===== config.mk =====
export PLATFORM = sky130hd
export DESIGN_NAME = sfo_config_regs
export DESIGN_NICKNAME = d
export VERILOG_FILES = /design/src/sfo_pkg.sv /design/src/sfo_ridethrough_timer.sv /design/src/sfo_config_regs.sv
export VERILOG_INCLUDE_DIRS = /design/src /design/src/src
export SDC_FILE = /design/constraint.sdc
export NUM_CORES = 1
export LEC_CHECK = 0
export BUFFER_PORTS_ARGS = -buffer_cell sky130_fd_sc_hd__buf_2
export CAP_MARGIN = 20
export CORE_MARGIN = 1
export CORE_UTILIZATION = 60
export DETAILED_ROUTE_END_ITERATION = 7
export GPL_ROUTABILITY_DRIVEN = 0
export PLACE_DENSITY = 0.83
export SLEW_MARGIN = 0
export SYNTH_ARGS = -nofsm -noshare
export SYNTH_HDL_FRONTEND = slang
export SYNTH_HIERARCHICAL = 1
export SYNTH_SLANG_ARGS = --single-unit
export TNS_END_PERCENT = 1

===== constraint.sdc =====
create_clock -name mclk -period 15.7 [get_ports mclk]
set_input_delay 0.785 -clock mclk [delete_from_list [all_inputs] [get_ports mclk]]
set_output_delay 0.785 -clock mclk [all_outputs]
set_load 0.05 [all_outputs]

===== src/sfo_cfg.svh =====
// Constants for the supply fault/output configuration register bank.
// Assumes inclusion by the design modules only.
`ifndef SFO_CFG_SVH
`define SFO_CFG_SVH

// ==================================================
// Register offsets
`define SFO_OFS_CFG6       8'h12
`define SFO_OFS_CFG7       8'h13
`define SFO_OFS_DIV_TRIM   8'h14
`define SFO_OFS_AMP_TRIM   8'h15
`define SFO_OFS_CS_OPT1    8'h16

// ==================================================
// Reset values (loaded while sys_rst is high)
`define SFO_RST_CFG6       8'h00
`define SFO_RST_CFG7       8'h00
`define SFO_RST_TRIM       8'h00
`define SFO_RST_CS_OPT1    8'h00
`define SFO_RDATA_NONE     8'h00

// ==================================================
// Read masks: write-only bits read as zero
`define SFO_RDMASK_CFG6    8'hd9
`define SFO_RDMASK_CFG7    8'hfb
// Latch-clear bit is a command and never stored
`define SFO_STMASK_CFG7    8'hfe
`define SFO_BIT_LATCH_CLR  0
// Polarised status outputs sharing one polarity scheme
`define SFO_POL_LANES      4

// ==================================================
// Timing
`define SFO_CLK_HZ         25000000
`define SFO_CLK_MHZ        25
`define SFO_SHORT_UNIT_US  128
`define SFO_LONG_UNIT_S    1
`define SFO_SHORT_UNIT_CYC (`SFO_SHORT_UNIT_US * `SFO_CLK_MHZ)
`define SFO_LONG_UNIT_CYC  (`SFO_LONG_UNIT_S * `SFO_CLK_HZ)
`define SFO_CNT_W          32
`define SFO_CNT_ZERO       32'h0000_0000
`define SFO_CNT_ONE        32'h0000_0001

`endif


===== src/sfo_pkg.sv =====
// Types shared by the configuration register bank and its timer.
// Assumes sfo_cfg.svh is on the include path.
package sfo_pkg;

  // ==================================================
  // Timer states, Gray along idle -> run -> expired
  typedef enum logic [1:0] {
    SFO_RT_IDLE    = 2'b00,
    SFO_RT_RUN     = 2'b01,
    SFO_RT_EXPIRED = 2'b11
  } sfo_rt_st_e;

  typedef struct packed {
    sfo_rt_st_e       st;
    logic [31:0]      cnt;
    logic             expired;
  } sfo_rt_s;

  // ==================================================
  // Ridethrough_ac_share_config fields
  typedef struct packed {
    logic       restart_mode;
    logic       mcu_ac_gate_mode;
    logic       mcu_ac_sense;
    logic [1:0] ridethrough_period_sel;
    logic       ac_sense_source;
    logic       mcu_power_on;
    logic       share_clamp_threshold;
  } sfo_cfg6_s;

  // Status_output_polarity_host_ctrl fields
  typedef struct packed {
    logic power_enable_polarity_hi;
    logic fault_out_polarity_hi;
    logic dc_good_polarity_hi;
    logic ac_good_polarity_hi;
    logic iso_gate_polarity;
    logic host_share_clamp;
    logic host_fault_drive;
    logic host_latch_clear;
  } sfo_cfg7_s;

  // Current sense options 1 fields
  typedef struct packed {
    logic [1:0] unused_sense_bits;
    logic [2:0] divider_trim_range;
    logic [2:0] sense_gain_sel;
  } sfo_csopt_s;

  // ==================================================
  // Register write port
  typedef struct packed {
    logic       wr;
    logic [7:0] addr;
    logic [7:0] wdata;
  } sfo_wr_s;

  // Registered status outputs, the first five polarity-corrected
  typedef struct packed {
    logic power_enable_output;
    logic fault_out;
    logic dc_good_output;
    logic ac_good_output;
    logic iso_gate_drive;
    logic share_clamp;
    logic share_clamp_release_88;
    logic overcurrent_timeout;
  } sfo_out_s;

  // Settings handed to the analog trims
  typedef struct packed {
    logic [7:0] divider_offset_trim;
    logic [7:0] amp_offset_trim;
    sfo_csopt_s cs_opt;
  } sfo_trim_s;

endpackage


===== src/sfo_ridethrough_timer.sv =====
// Overcurrent ride-through timer.
// Assumes oc_active is already synchronous to mclk.
`timescale 1ns/1ps
`include "sfo_cfg.svh"

module sfo_ridethrough_timer
  import sfo_pkg::*;
#(
  parameter logic [31:0] SEC_CYCLES = `SFO_LONG_UNIT_CYC
) (
  input  wire logic       mclk,
  input  wire logic       sys_rst,
  input  wire logic       oc_active,
  input  wire logic       short_sel,
  input  wire logic [1:0] period_sel,
  output logic            expired
);

  sfo_rt_s     r;
  sfo_rt_s     next_r;
  logic [31:0] unit;
  logic [31:0] period;

  // ==================================================
  // Period select
  always_comb begin
    unit   = short_sel ? 32'(`SFO_SHORT_UNIT_CYC) : SEC_CYCLES;
    period = 32'(unit * ({30'h0, period_sel} + 32'h1));
  end

  // ==================================================
  // Timer
  always_comb begin
    next_r = r;
    unique case (r.st)
      SFO_RT_IDLE: begin
        next_r.cnt = `SFO_CNT_ZERO;
        if (oc_active) begin
          next_r.st  = SFO_RT_RUN;
          next_r.cnt = `SFO_CNT_ONE;
        end
      end
      SFO_RT_RUN: begin
        if (!oc_active) begin
          next_r.st = SFO_RT_IDLE;
        end else if (r.cnt >= period - `SFO_CNT_ONE) begin
          next_r.st = SFO_RT_EXPIRED;
        end else begin
          next_r.cnt = r.cnt + `SFO_CNT_ONE;
        end
      end
      SFO_RT_EXPIRED: begin
        if (!oc_active) begin
          next_r.st = SFO_RT_IDLE;
        end
      end
      default: begin
        next_r.st = SFO_RT_IDLE;
      end
    endcase
    next_r.expired = (next_r.st == SFO_RT_EXPIRED);
  end

  always_ff @(posedge mclk) begin
    if (sys_rst) begin
      r <= '{st: SFO_RT_IDLE, cnt: `SFO_CNT_ZERO, expired: 1'b0};
    end else begin
      r <= next_r;
    end
  end

  assign expired = r.expired;

endmodule


===== src/sfo_config_regs.sv =====
// Fault/output configuration registers of a supply secondary controller.
// Assumes a register port already decoded from the management interface.
//
// Summary of operation
// - Short select clear: period code picks 1, 2, 3 or 4 seconds.
// - Short select set: period code picks 128, 256, 384 or 512 us.
// - Write-only source bit picks AC sense input 1 or 2 for AC-good.
// - Polarity bits with companion bits set POWER_ENABLE_OUTPUT, fault, DC-good, AC-good levels.
// - Isolation gate polarity 0 inverts gate drive, low turns switch on.
// - Host clamp bit 1 forces share clamp; 0 returns to internal control.
// - Host fault-drive bit 1 forces fault indicator asserted; 0 leaves it to the fault logic.
// - Host latch-clear command releases the latched fault indicator.
// - Latch mode 0 makes fault indicator non-latching, 1 latching.
// - Eight-bit divider offset trim cancels external divider common-mode offset.
// - Eight-bit amplifier offset trim cancels sense amplifier DC offset.
`timescale 1ns/1ps
`include "sfo_cfg.svh"

module sfo_config_regs
  import sfo_pkg::*;
#(
  parameter logic [31:0] SEC_CYCLES = `SFO_LONG_UNIT_CYC
) (
  input  wire logic      mclk,
  input  wire logic      sys_rst,
  input  wire sfo_wr_s   reg_wr,
  input  wire logic[7:0] reg_raddr,
  output logic     [7:0] reg_rdata,
  input  wire logic      short_ridethrough_sel,
  input  wire logic      fault_latch_mode,
  input  wire logic      power_enable_polarity_lo,
  input  wire logic      fault_out_polarity_lo,
  input  wire logic      dc_good_polarity_lo,
  input  wire logic      ac_good_polarity_lo,
  input  wire logic      overcurrent_protection,
  input  wire logic      fault_event,
  input  wire logic      ac_sense1,
  input  wire logic      ac_sense2,
  input  wire logic      power_enable_raw,
  input  wire logic      dc_good_raw,
  input  wire logic      iso_gate_on,
  input  wire logic      share_clamp_internal,
  output sfo_out_s       status_out,
  output sfo_trim_s      trim_out,
  output logic     [7:0] cfg6_out
);

  // ==================================================
  // Module state
  typedef struct packed {
    sfo_cfg6_s  cfg6;
    sfo_cfg7_s  cfg7;
    logic [7:0] div_trim;
    logic [7:0] amp_trim;
    sfo_csopt_s cs_opt;
    logic       fault_latched;
    logic [7:0] rdata;
    sfo_out_s   o;
  } sfo_regs_s;

  sfo_regs_s  r;
  sfo_regs_s  next_r;
  logic       oc_timeout;
  logic       wr_cfg6;
  logic       wr_cfg7;
  logic       wr_div;
  logic       wr_amp;
  logic       wr_cso;
  logic       fault_clr;
  logic       fault_src;
  logic       fault_raw;
  logic       ac_raw;
  logic [3:0] pol_raw;
  logic [3:0] pol_hi;
  logic [3:0] pol_lo;
  logic [3:0] pol_out;

  // ==================================================
  // Ride-through timer
  // Short select is host owned; zero ride-through still leaves one unit
  sfo_ridethrough_timer #(
    .SEC_CYCLES (SEC_CYCLES)
  ) u_rt (
    .mclk       (mclk),
    .sys_rst    (sys_rst),
    .oc_active  (overcurrent_protection),
    .short_sel  (short_ridethrough_sel),
    .period_sel (r.cfg6.ridethrough_period_sel),
    .expired    (oc_timeout)
  );

  // ==================================================
  // Write strobes; unmapped offsets raise none and are dropped
  assign wr_cfg6   = reg_wr.wr && (reg_wr.addr == `SFO_OFS_CFG6);
  assign wr_cfg7   = reg_wr.wr && (reg_wr.addr == `SFO_OFS_CFG7);
  assign wr_div    = reg_wr.wr && (reg_wr.addr == `SFO_OFS_DIV_TRIM);
  assign wr_amp    = reg_wr.wr && (reg_wr.addr == `SFO_OFS_AMP_TRIM);
  assign wr_cso    = reg_wr.wr && (reg_wr.addr == `SFO_OFS_CS_OPT1);
  // Latch clear is a command bit; it acts on the write edge only
  assign fault_clr = wr_cfg7 && reg_wr.wdata[`SFO_BIT_LATCH_CLR];
  assign fault_src = oc_timeout | fault_event;

  // ==================================================
  // Raw levels ahead of polarity
  assign fault_raw = (fault_latch_mode ? r.fault_latched : fault_src)
                   | r.cfg7.host_fault_drive;
  assign ac_raw    = r.cfg6.ac_sense_source ? ac_sense2 : ac_sense1;

  // ==================================================
  // Output polarity, one lane per polarised status output
  assign pol_raw = {power_enable_raw, fault_raw, dc_good_raw, ac_raw};
  assign pol_hi  = {r.cfg7.power_enable_polarity_hi, r.cfg7.fault_out_polarity_hi,
                    r.cfg7.dc_good_polarity_hi, r.cfg7.ac_good_polarity_hi};
  assign pol_lo  = {power_enable_polarity_lo, fault_out_polarity_lo,
                    dc_good_polarity_lo, ac_good_polarity_lo};

  for (genvar g = 0; g < `SFO_POL_LANES; g++) begin : g_pol
    // Active high only when the two polarity bits disagree
    assign pol_out[g] = pol_raw[g] ^ ~(pol_hi[g] ^ pol_lo[g]);
  end

  // ==================================================
  // Next state
  always_comb begin
    next_r = r;
    if (wr_cfg6) begin
      next_r.cfg6 = sfo_cfg6_s'(reg_wr.wdata);
    end
    if (wr_cfg7) begin
      // Clear command masked off so it is never stored
      next_r.cfg7 = sfo_cfg7_s'(reg_wr.wdata & `SFO_STMASK_CFG7);
    end
    if (wr_div) begin
      next_r.div_trim = reg_wr.wdata;
    end
    if (wr_amp) begin
      next_r.amp_trim = reg_wr.wdata;
    end
    if (wr_cso) begin
      next_r.cs_opt = sfo_csopt_s'(reg_wr.wdata);
    end

    // Clear before set so a fault in the clear cycle survives
    if (!fault_latch_mode) begin
      next_r.fault_latched = 1'b0;
    end else begin
      if (fault_clr) begin
        next_r.fault_latched = 1'b0;
      end
      if (fault_src) begin
        next_r.fault_latched = 1'b1;
      end
    end

    {next_r.o.power_enable_output, next_r.o.fault_out,
     next_r.o.dc_good_output, next_r.o.ac_good_output} = pol_out;
    next_r.o.iso_gate_drive = iso_gate_on ^ ~r.cfg7.iso_gate_polarity;
    next_r.o.share_clamp = r.cfg7.host_share_clamp | share_clamp_internal;
    next_r.o.share_clamp_release_88 = r.cfg6.share_clamp_threshold;
    next_r.o.overcurrent_timeout = oc_timeout;

    // ==================================================
    // Read data, registered one cycle after the address
    unique case (reg_raddr)
      `SFO_OFS_CFG6:     next_r.rdata = 8'(r.cfg6) & `SFO_RDMASK_CFG6;
      `SFO_OFS_CFG7:     next_r.rdata = 8'(r.cfg7) & `SFO_RDMASK_CFG7;
      `SFO_OFS_DIV_TRIM: next_r.rdata = r.div_trim;
      `SFO_OFS_AMP_TRIM: next_r.rdata = r.amp_trim;
      `SFO_OFS_CS_OPT1:  next_r.rdata = 8'(r.cs_opt);
      default:           next_r.rdata = `SFO_RDATA_NONE;
    endcase
  end

  // ==================================================
  // State register
  always_ff @(posedge mclk) begin
    if (sys_rst) begin
      r <= '{cfg6:          sfo_cfg6_s'(`SFO_RST_CFG6),
             cfg7:          sfo_cfg7_s'(`SFO_RST_CFG7),
             div_trim:      `SFO_RST_TRIM,
             amp_trim:      `SFO_RST_TRIM,
             cs_opt:        sfo_csopt_s'(`SFO_RST_CS_OPT1),
             fault_latched: 1'b0,
             rdata:         `SFO_RDATA_NONE,
             o:             '0};
    end else begin
      r <= next_r;
    end
  end

  // ==================================================
  // Outputs
  assign reg_rdata  = r.rdata;
  assign status_out = r.o;
  assign cfg6_out   = 8'(r.cfg6);
  assign trim_out   = '{divider_offset_trim: r.div_trim,
                        amp_offset_trim:     r.amp_trim,
                        cs_opt:              r.cs_opt};

endmodule


Yosys cells after proc, flatten, opt, wreduce, memory -nomap -nowiden
Index checks and enable logic that the tools add are counted.

Register bits: 91. Input port bits: 41. Output and inout bits: 48. Logic and storage cells: 95.

$add $sub $neg: 3. Multipliers: 1. Order comparisons: 1. Equal/unequal tests: 15. Mux-type cells: 14. Bitwise gates (word level): 18. Reductions and logical operators: 11.

Operators with widths (number): $eq A8 B5 Y1 const B (10); $mux W32 (2); $pmux W32 S2 (1); $pmux W8 S5 (1); $mux W34 (1); $add A32 B1 Y32 const B (1); $ge A32 B32 Y1 (1); $mul A32 B32 Y32 (1); $sub A32 B1 Y32 const B (1); $mux W25 (1); $xor A1 B1 Y1 (9); $logic_and A1 B1 Y1 (6); $mux W2 (3); $not A1 Y1 (6); $pmux W2 S3 (1); $eq A2 B2 Y1 const B (2); $mux W1 (4); $ne A2 B2 Y1 const B (2); $reduce_bool A2 Y1 (2); $add A2 B1 Y3 const B (1); $or A1 B1 Y1 (3); $reduce_and A3 Y1 (1); $eq A2 B1 Y1 const B (1); $logic_not A2 Y1 (1); $reduce_or A2 Y1 (1).

Logic depth before layout (Yosys ltp)
Gate-level depths: netlist of run 1.

Depth after elaboration: 8. Gate-level depth with buffers: 29. Gate-level depth less buffers: 25.

Hierarchy
The synthesis of run 1 kept the hierarchy.

By module, submodules not included: sfo_ridethrough_timer (instances 1, cells each 445, area an instance 3537.1 um^2); sfo_config_regs (instances 1, cells each 280, area an instance 2726.4 um^2).

Worst setup path before layout of run 1
Ideal clock, no wire load.

Path kind: flip-flop to flip-flop. Start point: register r, in the netlist cfg6_out[3]. End point: register u_rt/r[14] in the netlist's numbering. Arrival time: 6.183 ns. Data required time: 15.630 ns. Slack: 9.446 ns. Cell stages (with the launch flop): 28. Clock period less this slack: 6.254 ns. Cells stage by stage: dfxtp_1 > clkbuf_1 > inv_1 > ha_1 > clkbuf_1 > inv_1 > nor2_1 > inv_1 > ha_1 > xnor2_1 > ha_1 > ha_1 > and2_1 > and3_1 > and4_1 > a21o_1 > a221oi_1 > nor2_1 > a211o_1 > ha_1 > a211oi_1 > o211ai_1 > a211oi_1 > o21a_1 > a21oi_2 > buf_6 > or4_1 > a21oi_1.

Longest elaborated chain between the ends: 6.

RTL lines: from (decl) (line sfo_config_regs.sv:61) `sfo_regs_s r;`; from (signal assigned) (line sfo_config_regs.sv:178) `` r <= '{cfg6: sfo_cfg6_s'(`SFO_RST_CFG6), ``; from (signal assigned) (line sfo_config_regs.sv:187) `r <= next_r;`; $add A2 B1 Y3 (line sfo_ridethrough_timer.sv:28) `period = 32'(unit * ({30'h0, period_sel} + 32'h1));`; $mul A32 B32 Y32 (line sfo_ridethrough_timer.sv:28); $sub A32 B1 Y32 (no source line); $ge A32 B32 Y1 (no source line); $ne A2 B2 Y1 (no source line); $reduce_and A3 Y1 (no source line); to (signal assigned) (line sfo_ridethrough_timer.sv:66) `` r <= '{st: SFO_RT_IDLE, cnt: `SFO_CNT_ZERO, expired: 1'b0}; ``; to (signal assigned) (line sfo_ridethrough_timer.sv:68) `r <= next_r;`; to (decl) (line sfo_ridethrough_timer.sv:19) `sfo_rt_s r;`.

Every way passes these cells. A chain may end at the register's enable or synchronous reset.

Worst setup path after layout of run 1
Start point: register r, in the netlist cfg6_out[3]. End point: register u_rt/r[18] in the netlist's numbering.

The elaborated chain is that of the path after synthesis.

==> results.tsv, run 1 <==
stage	metric	value	unit
sta	crit share post-route	44.0	%
critical_path	crit path max fanout	44	
synthesis	register bit total from synthesis	91	
routing	1st-iter DRT viols	435	
die	area of the core	0.00995	mm^2
global_route	initial antenna violation count	0	
pwr	Internal Pwr Total	0.319	mW
sta	Final Hold Viols	0	
die	Starting Density	62.9	%
critical_path	crit start category	flop	
clock_tree	clk slew on worst S/H paths	0.09	ns
critical_path	Critical Path RT	15.98	ns
sta	# setup viols final	0	
sta	slew of the pin with the lowest slew margin	1.05	ns
sta	Max-slew headroom	30.0	%
placed_design	Final HPWL DP	11100	um
synthesis	main combinational cell family by area after synthesis	simple AND/OR/NAND/NOR gates	
sta	FMAX	0.145	GHz
synthesis	Mapped Area	0.00626	mm^2
global_route	GRT overflow	0	
critical_path	Critical Path Sink	u_rt/r[18]	
synthesis	Syn Nets	816	
routing	via count	5423	
sta	Slew Limit Fails	0	
synthesis	Synth Area in Simple Gates	20.9	%
pwr	Comb power frac	14.7	%
global_route	largest net degree at the start of global routing	59	
synthesis	commonest register cell after synthesis	dfxtp_1	
critical_path	WS Path Type	reg2reg	
critical_path	Worst EP arrival	7.19	ns
pwr	Reg power frac	52.2	%
clock_tree	H-tree levels	3	
min_path	hold wc startpoint	u_rt/r[32]	
critical_path	R2R setup slack	8.78	ns
synthesis	post-synthesis mux area share	8.89	%
die	chip width	104	um
synthesis	Synth Area in Compound Gates	17.3	%
pwr	Clk pwr share	33.1	%
critical_path	R2R depth	25	
synthesis	number of synthesized flops with an enable pin	0	
flow_run	max cap viols	0	
sta	Worst Skew	0.0156	ns
run_status	outcome	finished, final reports clean	
synthesis	YS warnings	6	
routing	vias per cell	6.16	
clock_tree	total CTS buffers	9	
min_path	hold crit path type	reg2reg	
layout	Finished Layout Cells	881	
pwr	Power Density	68.3	mW/mm^2
layout	fillcell total	815	
die	row cnt	36	
layout	most frequent cells in the layout	dfxtp_1 (91), buf_2 (88), nor2_1 (77)	
pwr	Max IR drop VDD	0.0419	mV
die	die footprint	0.0109	mm^2
synthesis	Post-Synth XOR/XNOR Area	3.64	%
synthesis	post-synth cell types	71	
sta	hold_ws	0.467	ns
synthesis	cell count after synthesis	725	
clock_tree	Longest Clk Path Bufs	2	
clock_tree	clk sink count	91	
synthesis	Seq/Total Area, Yosys	29.1	%
global_route	Overall Global Routing Usage	27.6	%
clock_tree	postcts setup bufs	0	
global_route	vias in the first global route	5037	
synthesis	asr flop ratio synth	0	%
clock_tree	Hold Buf Count CTS	0	
critical_path	Crit. Startpoint	cfg6_out[3]	
pwr	P_sw	0.128	mW
clock_tree	Clock Tree Root	clkbuf_8	
global_route	first-pass GRT wire length	24600	um
routing	final routed DRC violation total	0	
layout	leading cell type in the layout, fill and taps excluded	dfxtp_1	
sta	RSZ-0062 raised after global routing	false	
critical_path	reg2reg end	u_rt/r[18]	
routing	routed wire length per instance	17.0	um
sta	Tmin final	6.92	ns
routing	Pre-antenna DRT Iters	5	
placed_design	IO buf count	88	
routing	Routed Wire Length	15000	um
layout	share of cells above drive strength 1	16.8	%
sta	Setup TNS Final	0	ns
die	IO Count	89	
clock_tree	CTS tree	done	
clock_tree	PostCTS Resize Cnt	0	
placed_design	Post-Place Cells	866	
pwr	Sw Share	28.6	%
critical_path	Worst setup EP type	flop	
layout	n_diodes	0	
die	height of the die	104	um
synthesis	Adder-Cell Fraction of Synth Area	10.3	%
layout	Layout Area Growth over Synthesis	4.43	%
pwr	LEAKAGE	2.92	nW
synthesis	Synth Area per Inst	8.64	um^2
layout	Final #Nets	835	
clock_tree	clk_lat worst skew	0.35	ns
routing	ANT nets after route	0	
critical_path	Reg2Reg Launch Point	cfg6_out[3]	
## Yosys cell counts (4+ instances only)
cell / number / area share [%]
dfxtp_1: 91 / 29
nor2_1: 77 / 4.6
mux2i_1: 50 / 8.0
buf_4: 48 / 5.8
ha_1: 47 / 9.4
a21oi_1: 37 / 3.0
o21ai_0: 31 / 2.5
nand2_1: 28 / 1.7
inv_1: 27 / 1.6
clkbuf_1: 23 / 1.4
nand3_1: 22 / 1.8
xnor2_1: 17 / 2.4
a21o_1: 16 / 1.9
or3_1: 15 / 1.5
and3_1: 13 / 1.3
nor2b_1: 13 / 1.3
nand4_1: 10 / 1.0
and2_1: 9 / 0.90
xor2_1: 9 / 1.3
o2bb2ai_1: 8 / 1.1
and4_1: 7 / 0.98
o31ai_1: 7 / 0.84
or4_1: 7 / 0.84
a211oi_1: 6 / 0.72
a22oi_1: 5 / 0.60
mux2_2: 5 / 0.90
nand4b_1: 5 / 0.70
nor4_1: 5 / 0.50
o21bai_1: 5 / 0.60
buf_2: 4 / 0.32
o21a_1: 4 / 0.48
or2_2: 4 / 0.40
## sequential cells by signal, summed over array words and instances, names as in the netlist
signal,flops
u_rt/r,34
r,4
reg_rdata,8
u_rt/expired,1
pol_hi,4
trim_out,24
status_out,8
cfg6_out,8
## cell families after synthesis
group | after synthesis
AO/OA/AOI/OAI | 158
XOR/XNOR | 26
flip-flops | 91
AND/OR/NAND/NOR | 237
multiplexers | 55
buffers and inverters | 108
adder cells (fa/ha/maj) | 50
## cell type report
class | instances | area [um^2] | share of cell area, %
Multi-Input combinational cell | 526 | 3830 | 58.5
Sequential cell | 91 | 1820 | 27.9
Timing Repair Buffer | 89 | 448 | 6.85
Tap cell | 133 | 166 | 2.54
Clock buffer | 10 | 138 | 2.10
Inverter | 27 | 101 | 1.55
Clock inverter | 5 | 37.5 | 0.574
## worst min-delay path by stage
stage,slack [ns],end,cells past startpoint
finish,0.47,u_rt/r[32],1
detailed placement,0.44,u_rt/r[32],1
CTS,0.47,u_rt/r[32],1
global placement,0.44,u_rt/r[32],1
global route,0.50,u_rt/r[32],1
floorplan,0.43,u_rt/r[32],1
## critical path, cell delays in order, from the launching register on
cell,delay (ns)
dfxtp_1,0.67
inv_1,0.24
ha_1,0.51
inv_1,0.12
nor2_1,0.22
inv_1,0.11
ha_1,0.39
xnor2_1,0.17
ha_1,0.29
ha_1,0.36
and2_1,0.21
and3_1,0.20
and4_1,0.20
a21o_1,0.20
a221oi_1,0.32
nor2_1,0.09
a211o_1,0.24
ha_1,0.30
a211oi_1,0.26
o211ai_1,0.16
a211oi_1,0.33
o21a_1,0.23
a21oi_2,0.07
buf_4,0.27
or4_1,0.53
a21oi_1,0.17
## layer usage
layer / share of wire (%) / global-route usage (%) / vias up
met5: 0 / 0 / -
met4: 2.1 / 8.78 / 0
met3: 5.5 / 3.88 / 27
met2: 49 / 47.7 / 210
met1: 43 / 35.3 / 2565
li1: - / - / 2621
## stage by stage
| stage | setup WS, ns | power [mW] | utilization [%] | cell area, um^2 |
|---|---|---|---|---|
| 2_1_floorplan | 9.45 | 0.285 | - | 6260 |
| 3_3_place_gp | 9.21 | 0.300 | 64.0 | 6370 |
| 3_5_place_dp | 8.86 | 0.303 | 64.0 | 6370 |
| 4_1_cts | 8.85 | 0.449 | 65.7 | 6540 |
| 5_1_grt | 8.28 | 0.466 | 65.7 | 6540 |
| 6_report | 8.78 | 0.447 | 65.7 | 6540 |
## power groups by stage
stage	Clock (mW)	Sequential, mW	Combinational, mW
floorplan	0	0.238	0.0471
global placement	0	0.239	0.0619
detailed placement	0	0.239	0.0641
CTS	0.151	0.233	0.0645
global route	0.161	0.234	0.0714
finish	0.148	0.233	0.0658
(Power assumes the default switching activity.)
==> run 2: changes to the inputs <==
ABC_AREA = 1   (was not set)
CORE_UTILIZATION = 54   (was 60)
PLACE_DENSITY = 0.78   (was 0.83)
clock period = 6 ns   (was 15.7 ns; I/O delays follow)
==> run 2 against run 1 <==
Die area rose by 24%. Sequential share of layout area shrank 3.6 points. Worst setup slack worse by 8.0 ns. Fmax rose by 32%. Utilization decreased by 6.5 points. Register-to-register slack got worse by 8.0 ns. Worst hold slack worse by 0.28 ns. Synthesized area rose by 12%. Final area up 15%. Via count rose by 26%. Critical path type unchanged. Highest routed layer unchanged.
==> results.tsv, run 2 <==
stage	metric	value	unit	change
run_status	outcome	finished, final reports clean		
layout	Final #Nets	1205		+44%
global_route	vias in the first global route	6048		+20%
placed_design	Post-Place Cells	1274		+47%
synthesis	top-count cell post-synth	nand2_1		
synthesis	cell count after synthesis	1088		+50%
layout	post-route cell area	0.00750	mm^2	+15%
layout	n_diodes	0		unchanged
min_path	hold crit path type	in2reg		
pwr	Sw Share	28.8	%	+0.20 points
placed_design	Final HPWL DP	13200	um	+19%
synthesis	Syn Nets	1179		+44%
sta	RSZ-0062 raised after global routing	false		
clock_tree	postcts setup bufs	0		unchanged
critical_path	WS Path Type	reg2reg		
die	area of the core	0.0127	mm^2	+27%
pwr	Internal Pwr Total	0.969	mW	+200%
min_path	hold wc startpoint	iso_gate_on		
die	height of the die	116	um	+12%
sta	Final Hold Viols	0		unchanged
pwr	Comb power frac	14.2	%	-0.5 points
synthesis	commonest register cell after synthesis	dfxtp_1		
sta	Max-slew headroom	30.3	%	+0.37 points
layout	fillcell total	1232		+51%
sta	# setup viols final	0		unchanged
critical_path	crit start category	flop		
critical_path	Reg2Reg Launch Point	cfg6_out[4]		
synthesis	YS warnings	6		unchanged
clock_tree	total CTS buffers	9		unchanged
synthesis	synth top area cells	dfxtp_1 (26%), nand2_1 (14%), nor2_1 (9.4%)		
layout	Top reg by flops	u_rt/r		
sta	slew of the pin with the lowest slew margin	1.04	ns	-0.00809 ns
routing	routed wire length per instance	13.6	um	-20%
sta	Tmin final	5.23	ns	-1.68 ns
clock_tree	clk slew on worst S/H paths	0.07	ns	-0.02 ns
pwr	Reg power frac	44.9	%	-7.3 points
critical_path	CP peak stage delay	0.44	ns	-0.23 ns
layout	most frequent cells in the layout	nand2_1 (269), nor2_1 (175), inv_1 (118)		
critical_path	Worst setup EP type	flop		
global_route	largest net degree at the start of global routing	59		unchanged
synthesis	Synth Area per Inst	6.47	um^2	-25%
pwr	Clk pwr share	40.8	%	+7.7 points
die	row cnt	41		+14%
critical_path	reg2reg end	u_rt/r[11]		
sta	crit share post-route	87.2	%	+43 points
global_route	GRT overflow	0		unchanged
routing	ANT nets after route	0		unchanged
die	chip width	116	um	+12%
clock_tree	clk sink count	91		unchanged
min_path	Hold Path Stages	3		+2
die	Starting Density	55.5	%	-7.4 points
critical_path	slowest CP cell	nand2_4		
global_route	initial antenna violation count	0		unchanged
clock_tree	Clock Tree Root	clkbuf_16		
pwr	Max IR drop VDD	0.150	mV	+260%
synthesis	Seq/Total Area, Yosys	25.9	%	-3.2 points
layout	Layout Area Growth over Synthesis	6.63	%	
routing	Pre-antenna DRT Iters	5		unchanged
die	die footprint	0.0135	mm^2	+24%
clock_tree	PostCTS Resize Cnt	0		unchanged
critical_path	crit path max fanout	31		-30%
routing	final routed DRC violation total	0		unchanged
layout	Finished Layout Cells	1291		+47%
clock_tree	H-tree levels	3		unchanged
synthesis	post-synth cell types	41		-42%
clock_tree	Hold Buf Count CTS	0		unchanged
synthesis	synth cell count leaders	nand2_1 (269), nor2_1 (176), inv_1 (118), dfxtp_1 (91), nand3_1 (85)		
global_route	M2 GR Usage	45.2	%	-2.5 points
pwr	LEAKAGE	3.53	nW	+21%
layout	max reg flops	34		unchanged
critical_path	R2R depth	26		+4.0%
clock_tree	Longest Clk Path Bufs	2		unchanged
global_route	Overall Global Routing Usage	27.0	%	-0.55 points
sta	PnR worst setup slack	0.769	ns	-8.02 ns
critical_path	R2R setup slack	0.77	ns	-8.02 ns
synthesis	asr flop ratio synth	0	%	unchanged
synthesis	Mapped Area	0.00704	mm^2	+12%
routing	1st-iter DRT viols	702		+61%
min_path	Min-Delay Endpoint	status_out[3]		
clock_tree	clk_lat worst skew	0.35	ns	about the same
die	IO Count	89		unchanged
pwr	P_sw	0.391	mW	+210%
flow_run	max cap viols	0		unchanged
placed_design	pre-CTS setup slack	0.612	ns	-8.25 ns
routing	vias per cell	5.30		-14%
synthesis	number of synthesized flops with an enable pin	0		unchanged
routing	via count	6838		+26%
synthesis	register bit total from synthesis	91		unchanged
global_route	GRT met1 Usage	35.7	%	+0.39 points
global_route	met3 GRT Util	3.84	%	-0.045 points
sta	FMAX	0.191	GHz	+32%
clock_tree	CTS tree	done		
layout	leading cell type in the layout, fill and taps excluded	nand2_1		
critical_path	Worst EP arrival	5.50	ns	-1.69 ns
synthesis	dominant cell type by area after synthesis	dfxtp_1		
global_route	first-pass GRT wire length	28600	um	+16%
sta	Setup TNS Final	0	ns	unchanged
placed_design	IO buf count	88		unchanged
placed_design	placed instance area	0.00719	mm^2	+13%
global_route	gr busiest metal	met2		
sta	Worst Skew	0.0113	ns	-0.00434 ns
sta	Slew Limit Fails	0		unchanged
synthesis	top cell type's share of synthesized area	25.9	%	-3.2 points
routing	Routed Wire Length	17600	um	+18%
layout	share of cells above drive strength 1	13.5	%	-3.4 points
pwr	Power Density	181	mW/mm^2	+170%
critical_path	Critical Path RT	6.27	ns	-9.71 ns
-- run 2: changes by cell type in the layout (fill, tap and decap cells not counted), moves of 24 or more --
| cell | change |
|---|---|
| nor2_1 | +98 |
| a21oi_1 | +24 |
| nand2_1 | +241 |
| mux2i_1 | -50 |
| inv_1 | +91 |
| nand3_1 | +63 |
-- run 2: cells by family (layout without fill, tap and decap cells) --
kind of cell	count (synthesis)	in the layout	synth area share (%)
buffers and inverters	201	232	14.1
adder cells (fa/ha/maj)	50	50	9.21
XOR/XNOR	34	34	4.23
AO/OA/AOI/OAI	109	109	8.66
AND/OR/NAND/NOR	603	603	37.9
flip-flops	91	91	25.9
-- run 2: per-layer routing --
metal,vias to the layer above,wire (um)
li1,3477,-
met1,3056,7950
met2,265,8040
met3,40,1200
met4,0,409
met5,-,0
-- run 2: critical path: cells and delay by family, from the launching register on --
kind,cells,cell delay [ns]
AOI/OAI and AO/OA,3,0.63
xor gates and xnor gates,2,0.33
adders and majority gates,5,1.52
buffers and inverters,4,0.35
DFF,1,0.33
and+or+nand+nor,12,1.95
-- run 2: through the flow --
stage | hold slack (ns) | util [%] | total power [mW]
finish | 0.186 | 59.2 | 1.36
global route | 0.213 | 59.2 | 1.42
CTS | 0.186 | 59.1 | 1.36
detailed placement | 0.418 | 56.8 | 0.816
global placement | 0.411 | 56.8 | 0.812
floorplan | 0.403 | - | 0.767
-- run 2: worst max path at each step --
| stage | start | slack, ns | to |
|---|---|---|---|
| 2_1_floorplan | cfg6_out[3] | 1.40 | u_rt/r[10] |
| 5_1_grt | cfg6_out[4] | 0.20 | u_rt/r[6] |
| 6_report | cfg6_out[4] | 0.77 | u_rt/r[11] |
| 3_3_place_gp | cfg6_out[4] | 0.77 | u_rt/r[14] |
| 4_1_cts | cfg6_out[4] | 0.57 | u_rt/r[26] |
| 3_5_place_dp | cfg6_out[4] | 0.61 | u_rt/r[26] |
-- run 2: power by group through the flow --
| stage | Combinational [mW] | Clock (mW) | Sequential (mW) |
|---|---|---|---|
| after floorplan | 0.143 | 0 | 0.624 |
| after global placement | 0.188 | 0 | 0.624 |
| after detailed placement | 0.191 | 0 | 0.624 |
| after CTS | 0.192 | 0.559 | 0.610 |
| after global routing | 0.219 | 0.593 | 0.611 |
| final | 0.194 | 0.555 | 0.611 |
-- run 2: cell type report --
| class | count | area (um^2) | share of cell area [%] |
|---|---|---|---|
| Clock buffer | 11 | 243 | 3.23 |
| Clock inverter | 5 | 46.3 | 0.617 |
| Inverter | 123 | 462 | 6.15 |
| Multi-Input combinational cell | 796 | 4230 | 56.4 |
| Sequential cell | 91 | 1820 | 24.3 |
| Tap cell | 172 | 215 | 2.87 |
| Timing Repair Buffer | 93 | 485 | 6.47 |
